[src/dbt_pkg.sv]
// constants and types for the debug trigger and run status logic
package dbt_pkg;

	// ------------------------------------------------------------
	// register byte offsets
	// ------------------------------------------------------------
	localparam logic [4:0] OFS_CTRL   = 5'h00;
	localparam logic [4:0] OFS_TRIG   = 5'h04;
	localparam logic [4:0] OFS_STATUS = 5'h08;
	localparam logic [4:0] OFS_FIFO_H = 5'h0c;
	localparam logic [4:0] OFS_FIFO_L = 5'h10;

	// ------------------------------------------------------------
	// debug_control_reg fields
	// ------------------------------------------------------------
	localparam int CTRL_EN_BIT    = 7;
	localparam int CTRL_ARM_BIT   = 6;
	localparam int CTRL_TAG_BIT   = 5;
	localparam int CTRL_BREAK_BIT = 4;
	localparam logic [7:0] CTRL_RW_MASK = 8'h0f;

	// ------------------------------------------------------------
	// trigger_config fields
	// ------------------------------------------------------------
	localparam int TRIG_SEL_BIT   = 7;
	localparam int TRIG_BEGIN_BIT = 6;
	localparam logic [7:0] TRIG_WR_MASK = 8'hcf;
	localparam logic [7:0] TRIG_RESET   = 8'h00;

	// ------------------------------------------------------------
	// run_status fields
	// ------------------------------------------------------------
	localparam int STAT_HIT_A_BIT = 7;
	localparam int STAT_HIT_B_BIT = 6;
	localparam int STAT_ARMED_BIT = 5;

	// ------------------------------------------------------------
	// trigger mode codes
	// ------------------------------------------------------------
	localparam logic [3:0] MODE_A_ONLY    = 4'h0;
	localparam logic [3:0] MODE_A_OR_B    = 4'h1;
	localparam logic [3:0] MODE_A_THEN_B  = 4'h2;
	localparam logic [3:0] MODE_EVT_B     = 4'h3;
	localparam logic [3:0] MODE_A_EVT_B   = 4'h4;
	localparam logic [3:0] MODE_A_AND_B   = 4'h5;
	localparam logic [3:0] MODE_A_NAND_B  = 4'h6;
	localparam logic [3:0] MODE_INSIDE    = 4'h7;
	localparam logic [3:0] MODE_OUTSIDE   = 4'h8;

	// ------------------------------------------------------------
	// axi responses
	// ------------------------------------------------------------
	localparam logic [1:0] RESP_OKAY   = 2'h0;
	localparam logic [1:0] RESP_DECERR = 2'h3;

	typedef enum logic [1:0] {
		st_idle,
		st_wait,
		st_capture
	} dbt_state_t;

endpackage : dbt_pkg

[src/dbt_top.sv]
// debug trigger selection, trace storage and run status behind an axi4-lite slave
`timescale 1ns/1ns
module dbt_top #(
	parameter int DEPTH = 8
) (
	// clock and reset
	input  wire logic        aclk,
	input  wire logic        aresetn,
	// axi4-lite write address and data
	input  wire logic [4:0]  s_axi_awaddr,
	input  wire logic        s_axi_awvalid,
	output logic             s_axi_awready,
	input  wire logic [31:0] s_axi_wdata,
	input  wire logic [3:0]  s_axi_wstrb,
	input  wire logic        s_axi_wvalid,
	output logic             s_axi_wready,
	// axi4-lite write response
	output logic [1:0]       s_axi_bresp,
	output logic             s_axi_bvalid,
	input  wire logic        s_axi_bready,
	// axi4-lite read
	input  wire logic [4:0]  s_axi_araddr,
	input  wire logic        s_axi_arvalid,
	output logic             s_axi_arready,
	output logic [31:0]      s_axi_rdata,
	output logic [1:0]       s_axi_rresp,
	output logic             s_axi_rvalid,
	input  wire logic        s_axi_rready,
	// comparator and bus tracking side
	input  wire logic        bus_cycle,
	input  wire logic        opcode_exec,
	input  wire logic        comp_a_match,
	input  wire logic        comp_b_match,
	input  wire logic        comp_b_data_match,
	input  wire logic        addr_below_a,
	input  wire logic        addr_above_b,
	input  wire logic [15:0] trace_word,
	input  wire logic        mcu_secure,
	// cpu break request
	output logic             cpu_break_req,
	output logic             cpu_break_tag
);

	// ------------------------------------------------------------
	// state
	// ------------------------------------------------------------
	logic [7:0]         ctrl_ff;
	logic [7:0]         trig_ff;
	logic               hit_a_ff;
	logic               hit_b_ff;
	logic               a_seen_ff;
	logic [3:0]         cnt_ff;
	logic [2:0]         wptr_ff;
	logic [2:0]         rptr_ff;
	logic [15:0]        mem_ff [DEPTH];
	dbt_pkg::dbt_state_t state_ff;
	logic               aw_got_ff;
	logic               w_got_ff;
	logic [4:0]         awaddr_ff;
	logic [7:0]         wdata_ff;
	logic               wlane_ff;
	logic               brk_ff;

	// ------------------------------------------------------------
	// decoded controls
	// ------------------------------------------------------------
	logic       en;
	logic       armed;
	logic       tag_sel;
	logic       evt_only;
	logic       begin_eff;
	logic [3:0] mode;
	logic       qual;
	logic       a_evt;
	logic       b_evt;
	logic       trig_evt;
	logic       store_evt;
	logic       store_en;
	logic       full_end;
	logic       trig_end;
	logic       run_done;
	logic       do_wr;
	logic       ctrl_wr;
	logic       trig_wr;
	logic       run_start;
	logic       nxt_en;
	logic       rd_take;
	logic       fifo_l_rd;

	assign en       = ctrl_ff[dbt_pkg::CTRL_EN_BIT];
	assign armed    = ctrl_ff[dbt_pkg::CTRL_ARM_BIT];
	assign tag_sel  = trig_ff[dbt_pkg::TRIG_SEL_BIT];
	assign mode     = trig_ff[3:0];
	assign evt_only = (mode == dbt_pkg::MODE_EVT_B) || (mode == dbt_pkg::MODE_A_EVT_B);
	// event-only runs ignore the begin bit
	assign begin_eff = evt_only | trig_ff[dbt_pkg::TRIG_BEGIN_BIT];

	// tag waits for the opcode to execute, force takes any access
	assign qual  = tag_sel ? opcode_exec : bus_cycle;
	assign a_evt = comp_a_match & qual;
	assign b_evt = comp_b_match & qual;

	// ------------------------------------------------------------
	// trigger mode decode
	// ------------------------------------------------------------
	always_comb begin
		trig_evt = 1'b0;
		unique case (mode)
			dbt_pkg::MODE_A_ONLY:   trig_evt = a_evt;
			dbt_pkg::MODE_A_OR_B:   trig_evt = a_evt | b_evt;
			dbt_pkg::MODE_A_THEN_B: trig_evt = a_seen_ff & b_evt;
			dbt_pkg::MODE_A_AND_B:  trig_evt = a_evt & comp_b_data_match;
			dbt_pkg::MODE_A_NAND_B: trig_evt = a_evt & ~comp_b_data_match;
			dbt_pkg::MODE_INSIDE:   trig_evt = qual & ~addr_below_a & ~addr_above_b;
			dbt_pkg::MODE_OUTSIDE:  trig_evt = qual & (addr_below_a | addr_above_b);
			default:                trig_evt = 1'b0;
		endcase
	end

	// event-only modes store on B events instead of every bus cycle
	assign store_evt = (mode == dbt_pkg::MODE_EVT_B)   ? b_evt :
	                   (mode == dbt_pkg::MODE_A_EVT_B) ? (a_seen_ff & b_evt) :
	                   bus_cycle;
	assign store_en  = armed && (state_ff == dbt_pkg::st_capture) && store_evt;
	assign full_end  = begin_eff && store_en && (cnt_ff == 4'(DEPTH - 1));
	assign trig_end  = armed && !begin_eff && trig_evt;
	assign run_done  = full_end | trig_end;

	// ------------------------------------------------------------
	// axi4-lite write path
	// ------------------------------------------------------------
	assign do_wr   = aw_got_ff & w_got_ff & ~s_axi_bvalid;
	assign ctrl_wr = do_wr && wlane_ff && (awaddr_ff == dbt_pkg::OFS_CTRL);
	assign trig_wr = do_wr && wlane_ff && (awaddr_ff == dbt_pkg::OFS_TRIG) && !armed;
	// a secure part keeps the enable from rising
	assign nxt_en  = wdata_ff[dbt_pkg::CTRL_EN_BIT] & (en | ~mcu_secure);
	assign run_start = ctrl_wr && !armed && nxt_en && wdata_ff[dbt_pkg::CTRL_ARM_BIT];

	always_ff @(posedge aclk) begin
		if (!aresetn) begin
			aw_got_ff     <= 1'b0;
			awaddr_ff     <= '0;
			s_axi_awready <= 1'b0;
		end else if (s_axi_awvalid && s_axi_awready) begin
			aw_got_ff     <= 1'b1;
			awaddr_ff     <= s_axi_awaddr;
			s_axi_awready <= 1'b0;
		end else if (do_wr) begin
			aw_got_ff <= 1'b0;
		end else if (!aw_got_ff && !s_axi_bvalid) begin
			s_axi_awready <= 1'b1;
		end
	end

	always_ff @(posedge aclk) begin
		if (!aresetn) begin
			w_got_ff     <= 1'b0;
			wdata_ff     <= '0;
			wlane_ff     <= 1'b0;
			s_axi_wready <= 1'b0;
		end else if (s_axi_wvalid && s_axi_wready) begin
			w_got_ff     <= 1'b1;
			wdata_ff     <= s_axi_wdata[7:0];
			wlane_ff     <= s_axi_wstrb[0];
			s_axi_wready <= 1'b0;
		end else if (do_wr) begin
			w_got_ff <= 1'b0;
		end else if (!w_got_ff && !s_axi_bvalid) begin
			s_axi_wready <= 1'b1;
		end
	end

	always_ff @(posedge aclk) begin
		if (!aresetn) begin
			s_axi_bvalid <= 1'b0;
			s_axi_bresp  <= dbt_pkg::RESP_OKAY;
		end else if (do_wr) begin
			s_axi_bvalid <= 1'b1;
			// status and trace ports answer okay but ignore the data
			s_axi_bresp  <= (awaddr_ff > dbt_pkg::OFS_FIFO_L || awaddr_ff[1:0] != 2'h0)
			                ? dbt_pkg::RESP_DECERR : dbt_pkg::RESP_OKAY;
		end else if (s_axi_bready) begin
			s_axi_bvalid <= 1'b0;
		end
	end

	// ------------------------------------------------------------
	// control register and arming
	// ------------------------------------------------------------
	always_ff @(posedge aclk) begin
		if (!aresetn) begin
			ctrl_ff <= 8'h00;
		end else if (ctrl_wr) begin
			ctrl_ff[dbt_pkg::CTRL_EN_BIT]  <= nxt_en;
			// a run end in the same cycle wins over a write that keeps the arm bit set
			ctrl_ff[dbt_pkg::CTRL_ARM_BIT] <= nxt_en & wdata_ff[dbt_pkg::CTRL_ARM_BIT] &
			                                  (run_start | ~run_done);
			ctrl_ff[3:0] <= wdata_ff[3:0] & dbt_pkg::CTRL_RW_MASK[3:0];
			ctrl_ff[dbt_pkg::CTRL_TAG_BIT]   <= wdata_ff[dbt_pkg::CTRL_TAG_BIT];
			ctrl_ff[dbt_pkg::CTRL_BREAK_BIT] <= wdata_ff[dbt_pkg::CTRL_BREAK_BIT];
		end else if (run_done) begin
			ctrl_ff[dbt_pkg::CTRL_ARM_BIT] <= 1'b0;
		end
	end

	always_ff @(posedge aclk) begin
		if (!aresetn) begin
			trig_ff <= dbt_pkg::TRIG_RESET;
		end else if (trig_wr) begin
			trig_ff <= wdata_ff & dbt_pkg::TRIG_WR_MASK;
		end
	end

	// ------------------------------------------------------------
	// run sequencing
	// ------------------------------------------------------------
	always_ff @(posedge aclk) begin
		if (!aresetn) begin
			state_ff <= dbt_pkg::st_idle;
		end else if (run_start) begin
			// end traces fill circularly from arming on
			state_ff <= (begin_eff && !evt_only) ? dbt_pkg::st_wait : dbt_pkg::st_capture;
		end else if (!armed || run_done) begin
			state_ff <= dbt_pkg::st_idle;
		end else if (state_ff == dbt_pkg::st_wait && trig_evt) begin
			state_ff <= dbt_pkg::st_capture;
		end
	end

	always_ff @(posedge aclk) begin
		if (!aresetn) begin
			hit_a_ff  <= 1'b0;
			hit_b_ff  <= 1'b0;
			a_seen_ff <= 1'b0;
		end else if (run_start) begin
			hit_a_ff  <= 1'b0;
			hit_b_ff  <= 1'b0;
			a_seen_ff <= 1'b0;
		end else if (armed) begin
			if (a_evt) begin
				hit_a_ff  <= 1'b1;
				a_seen_ff <= 1'b1;
			end
			if (b_evt) begin
				hit_b_ff <= 1'b1;
			end
		end
	end

	// ------------------------------------------------------------
	// trace storage
	// ------------------------------------------------------------
	always_ff @(posedge aclk) begin
		if (!aresetn) begin
			cnt_ff  <= 4'h0;
			wptr_ff <= 3'h0;
		end else if (run_start) begin
			cnt_ff  <= 4'h0;
			wptr_ff <= 3'h0;
		end else if (store_en) begin
			wptr_ff <= wptr_ff + 3'h1;
			if (cnt_ff != 4'(DEPTH)) begin
				cnt_ff <= cnt_ff + 4'h1;
			end
		end
	end

	always_ff @(posedge aclk) begin
		if (store_en) begin
			// event-only words keep a zero high byte
			mem_ff[wptr_ff] <= evt_only ? {8'h00, trace_word[7:0]} : trace_word;
		end
	end

	// readout starts at the oldest word once the run stops
	assign rd_take   = s_axi_arvalid & s_axi_arready;
	assign fifo_l_rd = rd_take && (s_axi_araddr == dbt_pkg::OFS_FIFO_L) && !armed;

	always_ff @(posedge aclk) begin
		if (!aresetn) begin
			rptr_ff <= 3'h0;
		end else if (run_start) begin
			rptr_ff <= 3'h0;
		end else if (armed && store_en && cnt_ff == 4'(DEPTH)) begin
			rptr_ff <= wptr_ff + 3'h1;
		end else if (fifo_l_rd) begin
			rptr_ff <= rptr_ff + 3'h1;
		end
	end

	// ------------------------------------------------------------
	// break request
	// ------------------------------------------------------------
	always_ff @(posedge aclk) begin
		if (!aresetn) begin
			brk_ff        <= 1'b0;
			cpu_break_req <= 1'b0;
			cpu_break_tag <= 1'b0;
		end else begin
			brk_ff        <= ctrl_ff[dbt_pkg::CTRL_BREAK_BIT] & run_done;
			cpu_break_req <= ctrl_ff[dbt_pkg::CTRL_BREAK_BIT] & run_done;
			cpu_break_tag <= ctrl_ff[dbt_pkg::CTRL_TAG_BIT];
		end
	end

	// ------------------------------------------------------------
	// axi4-lite read path
	// ------------------------------------------------------------
	always_ff @(posedge aclk) begin
		if (!aresetn) begin
			s_axi_arready <= 1'b0;
			s_axi_rvalid  <= 1'b0;
			s_axi_rdata   <= 32'h0000_0000;
			s_axi_rresp   <= dbt_pkg::RESP_OKAY;
		end else if (rd_take) begin
			s_axi_arready <= 1'b0;
			s_axi_rvalid  <= 1'b1;
			s_axi_rresp   <= dbt_pkg::RESP_OKAY;
			s_axi_rdata   <= 32'h0000_0000;
			unique case (s_axi_araddr)
				dbt_pkg::OFS_CTRL:   s_axi_rdata[7:0] <= ctrl_ff;
				dbt_pkg::OFS_TRIG:   s_axi_rdata[7:0] <= trig_ff;
				dbt_pkg::OFS_STATUS: s_axi_rdata[7:0] <= {hit_a_ff, hit_b_ff, en & armed, 1'b0, cnt_ff};
				dbt_pkg::OFS_FIFO_H: s_axi_rdata[7:0] <= mem_ff[rptr_ff][15:8];
				dbt_pkg::OFS_FIFO_L: s_axi_rdata[7:0] <= mem_ff[rptr_ff][7:0];
				default:             s_axi_rresp      <= dbt_pkg::RESP_DECERR;
			endcase
		end else if (s_axi_rvalid && s_axi_rready) begin
			s_axi_rvalid  <= 1'b0;
			s_axi_arready <= 1'b1;
		end else if (!s_axi_rvalid) begin
			s_axi_arready <= 1'b1;
		end
	end
endmodule : dbt_top

[config.mk]
export PLATFORM = sky130hd
export DESIGN_NAME = dbt_top
export DESIGN_NICKNAME = d
export VERILOG_FILES = /design/src/dbt_pkg.sv /design/src/dbt_top.sv
export SDC_FILE = /design/constraint.sdc
export NUM_CORES = 1
export LEC_CHECK = 0
export BUFFER_PORTS_ARGS = -buffer_cell sky130_fd_sc_hd__buf_2
export CAP_MARGIN = 20
export CORE_UTILIZATION = 61
export DETAILED_ROUTE_END_ITERATION = 8
export GPL_TIMING_DRIVEN = 0
export PLACE_DENSITY_LB_ADDON = 0.2
export SLEW_MARGIN = 20
export SYNTH_ARGS = -nofsm -noshare
export SYNTH_HDL_FRONTEND = slang
export SYNTH_SLANG_ARGS = --single-unit
[constraint.sdc]
create_clock -name aclk -period 8.8 [get_ports aclk]
set_input_delay 0.44 -clock aclk [delete_from_list [all_inputs] [get_ports aclk]]
set_output_delay 0.44 -clock aclk [all_outputs]
set_load 0.05 [all_outputs]
==> results.toml, run 1 <==
[clocking]
cts_tree = "yes"
cts_setup_buffers = 0
cts_hold_buf = 0
numCtsBuffers = 17
clkSlewWorstSetupHoldPaths_ns = 0.07
ctsResizeCount = 0
cts-root-buf = "clkbuf_16"
cts.sinks = 192
clk_latency_ns = 0.44
cts_max_level = 4
cts.path.max_buffers = 2

[floorplan]
die_w_um = 117
die_h_um = 117
die_area_mm2 = 0.0138
core-area_mm2 = 0.0128
fp-row-count = 41
initial_core_util_pct = 63.4
io-pin-count = 120

[sta]
fin_skew_ns = 0.0116
fmax_mhz = 356
finalSetupViolCount = 0
hold_viol = 0
slew_violations = 0
rsz0062_at_grt = "no"
timing_worst_slew_pin_value_ns = 1.10
fin_crit_sh_pct = 31.9
fin_crit_ns = 2.81
max-slew-margin-rel_pct = 25.8
setup_tns_ns = 0

[run_status]
status = "finished clean"

[layout]
drive_above_1_share_pct = 30.3
final-seq-area_mm2 = 0.00512
antenna-diode-count = 0
multi_input_area_mm2 = 0.00272
n_fill_cell = 821
nets = 788
finalNonFillerCells = 891
area_delta_synth_final_pct = 17.3

[placed_design]
io_buffers = 67
dpl.hpwl_um = 12100
gp_congestion = 0.865
place_inst = 860

[setup_path]
crit_start = "ctrl_ff[6]$_SDFFE_PN0P_"
path_class = "reg -> reg"
path_max_fanout = 10
path_cells = "clkbuf_1 > nand3_1 > a21o_1 > buf_6 > nor4b_2 > buf_4 > buf_4"
reg2reg_slack_ns = 5.99
critPathCaptureType = "flop"
critical_path.slowest_cell = "nor4b_2"
crit_required_ns = 8.95
start_kind = "flop"
reg2reg_depth = 7
crit_top_cell = "buf_4"
crit_end = "mem_ff[2][11]$_DFFE_PP_"
critPathMaxStageDelay_ns = 0.63
rr_startpoint = "ctrl_ff[6]$_SDFFE_PN0P_"
r2r_end = "mem_ff[2][11]$_DFFE_PP_"
crit_arrival_ns = 2.96

[yosys]
synth_flop_cell = "edfxtp_1"
synth_top_area_share_pct = 47.3
ys_warn_count = 0
yosysMostFrequentCell = "edfxtp_1"
synth_mux_area_share_pct = 13.6
synth.distinct_cells = 60
ys_seq_elements = 192
synth_top_family_by_area = "multiplexers"
synth_compound_area_share_pct = 7.40
synth_edf_count = 128
yosysTopAreaCell = "edfxtp_1"
async_flop_share_pct = 0
synthSimpleGateAreaFrac_pct = 9.45
synth_seq_area_share_pct = 63.0
synth_area_leaders = "edfxtp_1 47%, dfxtp_1 16%, mux4_2 8.9%"
yosys-top-cells-count = "128 x edfxtp_1, 64 x dfxtp_1, 49 x nand2_1, 33 x nor2_1, 32 x mux4_2"
synth_xor_area_share_pct = 0.754
synth_fa_ha_area_share_pct = 0.615
postSynthAreaPerCell_um2 = 14.0
syn-cell-area_mm2 = 0.00813
postSynthCellCount = 579

[drt]
wl_per_cell_um = 19.3
drt-pass1-iter-count = 5
via_count = 5197
drc = 0
drt_iter0_markers = 412
postRouteAntennaNets = 0
via_per_inst = 5.83
drt-total-wl_um = 17200

[global_route]
antenna_found_initial = 0
grt_use_total_pct = 26.5
grt_max_degree = 17
grt_pass1_vias = 5119
overflow = 0
grt_pass1_wl_um = 27200

[worst_hold_path]
min_path_type = "in -> reg"

[power_and_ir_drop]
p_leak_uw = 0.00345
peakVddDrop_uv = 156
power_density_mw_per_mm2 = 192
total_power_uw = 1830

[job]
maxCapViolCount = 0
==> kinds of logic (layout without fill, tap and decap cells) <==
group	after synthesis	count (layout)
muxes	69	69
DFF	192	192
and+or+nand+nor	149	149
xor gates and xnor gates	7	7
AOI/OAI and AO/OA	85	85
buffers and inverters	72	189
other	1	24
adders and majority gates	4	4
==> worst min path at each step <==
| stage | to | cells past startpoint | startpoint | slack, ns |
|---|---|---|---|---|
| CTS | wdata_ff[0]$_SDFFE_PN0P_ | 3 | s_axi_wdata[0] | 0.23 |
| detailed placement | awaddr_ff[1]$_SDFFE_PN0P_ | 2 | awaddr_ff[1]$_SDFFE_PN0P_ | 0.46 |
| finish | wdata_ff[0]$_SDFFE_PN0P_ | 3 | s_axi_wdata[0] | 0.25 |
| global placement | s_axi_rdata[4]$_SDFFE_PN0P_ | 2 | s_axi_rdata[4]$_SDFFE_PN0P_ | 0.45 |
| global route | wdata_ff[0]$_SDFFE_PN0P_ | 3 | s_axi_wdata[0] | 0.25 |
| floorplan | wlane_ff$_SDFFE_PN0P_ | 2 | wlane_ff$_SDFFE_PN0P_ | 0.43 |
==> worst max-delay path, delay by kind of cell (launching register included) <==
family                 cells  cell delay (ns)
AND/OR/NAND/NOR            2             0.96
buffers and inverters      4             1.00
AO/OA/AOI/OAI              1             0.25
flip-flops                 1             0.31
==> metrics by stage <==
stage	area [um2]	util (%)	setup slack (ns)	hold WS [ns]
finish	9540	74.4	5.99	0.246
global route	9540	74.4	5.81	0.253
CTS	9540	74.4	6.04	0.232
detailed placement	8950	69.8	6.00	0.456
global placement	8770	68.4	3.48	0.448
floorplan	8220	-	5.36	0.432
==> registers in the layout, summed over array words and instances, names as in the netlist, 2 cells and up, named ones only <==
register	flops
ctrl_ff	8
awaddr_ff	5
wdata_ff	8
trig_ff	6
s_axi_rdata	8
rptr_ff	3
state_ff	2
cnt_ff	4
wptr_ff	3
mem_ff	128
==> cell usage in the layout (no fill, tap or decap), types with 13 or more instances in the layout <==
cell,n
edfxtp_1,128
buf_2,79
dfxtp_1,64
nand2_1,49
buf_4,39
mux4_2,32
nor2_1,32
a21oi_1,29
mux2i_1,28
conb_1,24
clkbuf_16,17
inv_1,14
o21ai_0,14
clkbuf_1,13
==> report_power, final <==
group          leakage (uW)  switching, uW  internal (uW)
logic               0.00150           66.6           28.8
clock network      0.000279            322            444
registers           0.00167           5.15            966
==> per-layer routing <==
metal | up-vias | global-route usage (%) | share of wire (%) | wire length, um
met2 | 244 | 41.9 | 48 | 8210
li1 | 2390 | - | - | -
met5 | - | 0 | 0 | 0
met4 | 0 | 9.86 | 1.8 | 311
met3 | 29 | 6.78 | 8.3 | 1430
met1 | 2534 | 35.6 | 42 | 7210
==> final cells by class <==
cell class	count	share of cell area [%]
Sequential cell	192	53.7
Multi-Input combinational cell	338	28.5
Timing Repair Buffer	86	5.02
Inverter	15	0.590
Buffer	57	3.82
Clock buffer	17	4.46
Tap cell	172	2.26
Clock inverter	14	1.70
Power figures use the tool's default switching activity.
==> run 2: changes to the inputs <==
--- a/config.mk
+++ b/config.mk
@@ -7,7 +7,7 @@
 export LEC_CHECK = 0
 export BUFFER_PORTS_ARGS = -buffer_cell sky130_fd_sc_hd__buf_2
 export CAP_MARGIN = 20
-export CORE_UTILIZATION = 61
+export CORE_UTILIZATION = 51
 export DETAILED_ROUTE_END_ITERATION = 8
 export GPL_TIMING_DRIVEN = 0
 export PLACE_DENSITY_LB_ADDON = 0.2
==> constraint.sdc (replaced) <==
create_clock -name aclk -period 2.3 [get_ports aclk]
set_input_delay 0.115 -clock aclk [delete_from_list [all_inputs] [get_ports aclk]]
set_output_delay 0.115 -clock aclk [all_outputs]
set_load 0.05 [all_outputs]
==> run 2 against run 1 <==
  * Global-route usage shrank 3.6 points
  * Via count grew 0.75%
  * Utilization shrank 9.4 points
  * Register-to-register slack lost 5.9 ns
  * Die area grew 19%
  * Highest routed layer unchanged
==> results.toml, run 2 (synthesis results as in run 1) <==
[setup_path]
path_max_fanout = 10
start_kind = "flop"
crit_required_ns = 2.45
crit_end = "mem_ff[1][2]$_DFFE_PP_"
crit_arrival_ns = 2.34
reg2reg_depth = 7
reg2reg_slack_ns = 0.10
critPathCaptureType = "flop"
path_class = "reg -> reg"
crit_start = "trig_ff[3]$_SDFFE_PN0P_"
r2r_end = "mem_ff[1][2]$_DFFE_PP_"
rr_startpoint = "trig_ff[3]$_SDFFE_PN0P_"

[layout]
multi_input_area_mm2 = 0.00280
final_common_cell = "edfxtp_1"
layout_common_cells = "128 x edfxtp_1, 75 x buf_2, 64 x dfxtp_1"
area_delta_synth_final_pct = 22.9
finalNonFillerCells = 955
largest_reg_flops = 128
antenna-diode-count = 0
n_fill_cell = 1130
drive_above_1_share_pct = 29.8
final-seq-area_mm2 = 0.00512
nets = 812
regMostFlops = "mem_ff"

[clocking]
clk_latency_ns = 0.43
cts.sinks = 192
cts.path.max_buffers = 2
cts_tree = "yes"
clkSlewWorstSetupHoldPaths_ns = 0.07
cts-root-buf = "clkbuf_16"
numCtsBuffers = 17
cts_max_level = 4

[sta]
finalSetupViolCount = 0
rsz0062_at_grt = "no"
hold_viol = 0
timing_worst_slew_pin_value_ns = 0.946
fin_crit_sh_pct = 95.6
fin_skew_ns = 0.0117
fmax_mhz = 455
fin_crit_ns = 2.20
slew_violations = 0
max-slew-margin-rel_pct = 36.5

[run_status]
status = "finished clean"

[global_route]
grt_pass1_wl_um = 27400
grt_pass1_vias = 5159
grt_max_degree = 20
overflow = 0
grt_use_total_pct = 22.9
antenna_found_initial = 0

[floorplan]
die_w_um = 128
core-area_mm2 = 0.0154
die_h_um = 128
io-pin-count = 120
initial_core_util_pct = 52.9
fp-row-count = 45
die_area_mm2 = 0.0165

[job]
maxCapViolCount = 0

[placed_design]
gp_congestion = 0.894
dpl.hpwl_um = 11800
io_buffers = 67
place_inst = 888

[drt]
drt-total-wl_um = 17700
via_per_inst = 5.48
postRouteAntennaNets = 0
wl_per_cell_um = 18.5
drt_iter0_markers = 379
drc = 0
drt-pass1-iter-count = 5
via_count = 5236

[power_and_ir_drop]
clkPwrFrac_pct = 41.5
p_comb_share_pct = 5.7
peakVddDrop_uv = 643
p_seq_share_pct = 52.8
total_power_uw = 7040
switching_share_pct = 23.5
p_int_uw = 5380
power_density_mw_per_mm2 = 704
p_switching_uw = 1660
p_leak_uw = 0.00358

[worst_hold_path]
min_path_type = "in -> reg"
run 2: cell types whose count changed in the layout (fill, tap and decap cells not counted), moves of 3 or more:
cell and change:
dlygate4sd3_1 +26, buf_2 -4, inv_8 +4, buf_8 +3, clkinv_2 -3, clkinv_8 +3
run 2: area by class of cell:
| cell class | count | share of cell area (%) |
|---|---|---|
| Buffer | 56 | 3.66 |
| Clock buffer | 17 | 4.26 |
| Clock inverter | 15 | 1.73 |
| Inverter | 15 | 0.563 |
| Multi-Input combinational cell | 338 | 28.0 |
| Sequential cell | 192 | 51.3 |
| Tap cell | 211 | 2.64 |
| Timing Repair Buffer | 111 | 7.89 |
run 2: how the worst min path moves through the flow:
stage | depth (start not counted) | endpoint | slack [ns] | start
finish | 3 | s_axi_rvalid$_SDFFE_PN0P_ | 0.02 | s_axi_rready
global route | 3 | s_axi_rvalid$_SDFFE_PN0P_ | 0.01 | s_axi_rready
CTS | 3 | awaddr_ff[4]$_SDFFE_PN0P_ | 0.003 | s_axi_awvalid
detailed placement | 3 | wdata_ff[2]$_SDFFE_PN0P_ | 0.37 | s_axi_wdata[2]
global placement | 3 | wdata_ff[3]$_SDFFE_PN0P_ | 0.36 | s_axi_wdata[3]
floorplan | 0 | mem_ff[0][0]$_DFFE_PP_ | 0.21 | trace_word[0]
run 2: power by group through the flow:
stage / Clock, uW / Combinational (uW) / Sequential (uW)
finish: 2920 / 402 / 3710
global route: 3090 / 433 / 3720
CTS: 2960 / 398 / 3710
detailed placement: 0 / 362 / 3790
global placement: 0 / 352 / 3790
floorplan: 0 / 231 / 3820
run 2: per-stage QoR:
step	hold WS [ns]	utilization, %	setup WS (ns)	instance area [um2]	TNS (ns)
finish	0.0192	65.0	0.101	10000	0
global route	0.0109	65.0	0.00372	10000	0
CTS	0.00301	64.8	0.0193	9960	0
detailed placement	0.366	58.7	-0.421	9030	-28.34
global placement	0.364	57.8	-1.01	8880	-99.33
floorplan	0.214	-	-0.166	8280	-9.39
run 2: layer usage:
metal | routed length [um] | GRT usage (%) | vias to the layer above | part of all wire, %
met3 | 1120 | 4.67 | 24 | 6.3
met5 | 0 | 0 | - | 0
met4 | 297 | 7.54 | 0 | 1.7
met1 | 7670 | 30.7 | 2587 | 43
li1 | - | - | 2438 | -
met2 | 8580 | 37.4 | 187 | 49
run 2: what timing repair did:
| action | in CTS | in global routing |
|---|---|---|
| resized for setup | 5 | 5 |
| hold buffers | 26 | 0 |
| pin swaps | 8 | 4 |
| setup buffers | 9 | 1 |
| endpoints found under the hold margin | 81 | 0 |
| setup endpoints to repair | 149 | 76 |
run 2: critical path: stages, from the launching register on:
cell	delay, ns
dfxtp_1	0.30
buf_2	0.18
nand2b_1	0.19
a211o_4	0.37
a21o_1	0.18
buf_6	0.16
nor4b_4	0.32
buf_4	0.21
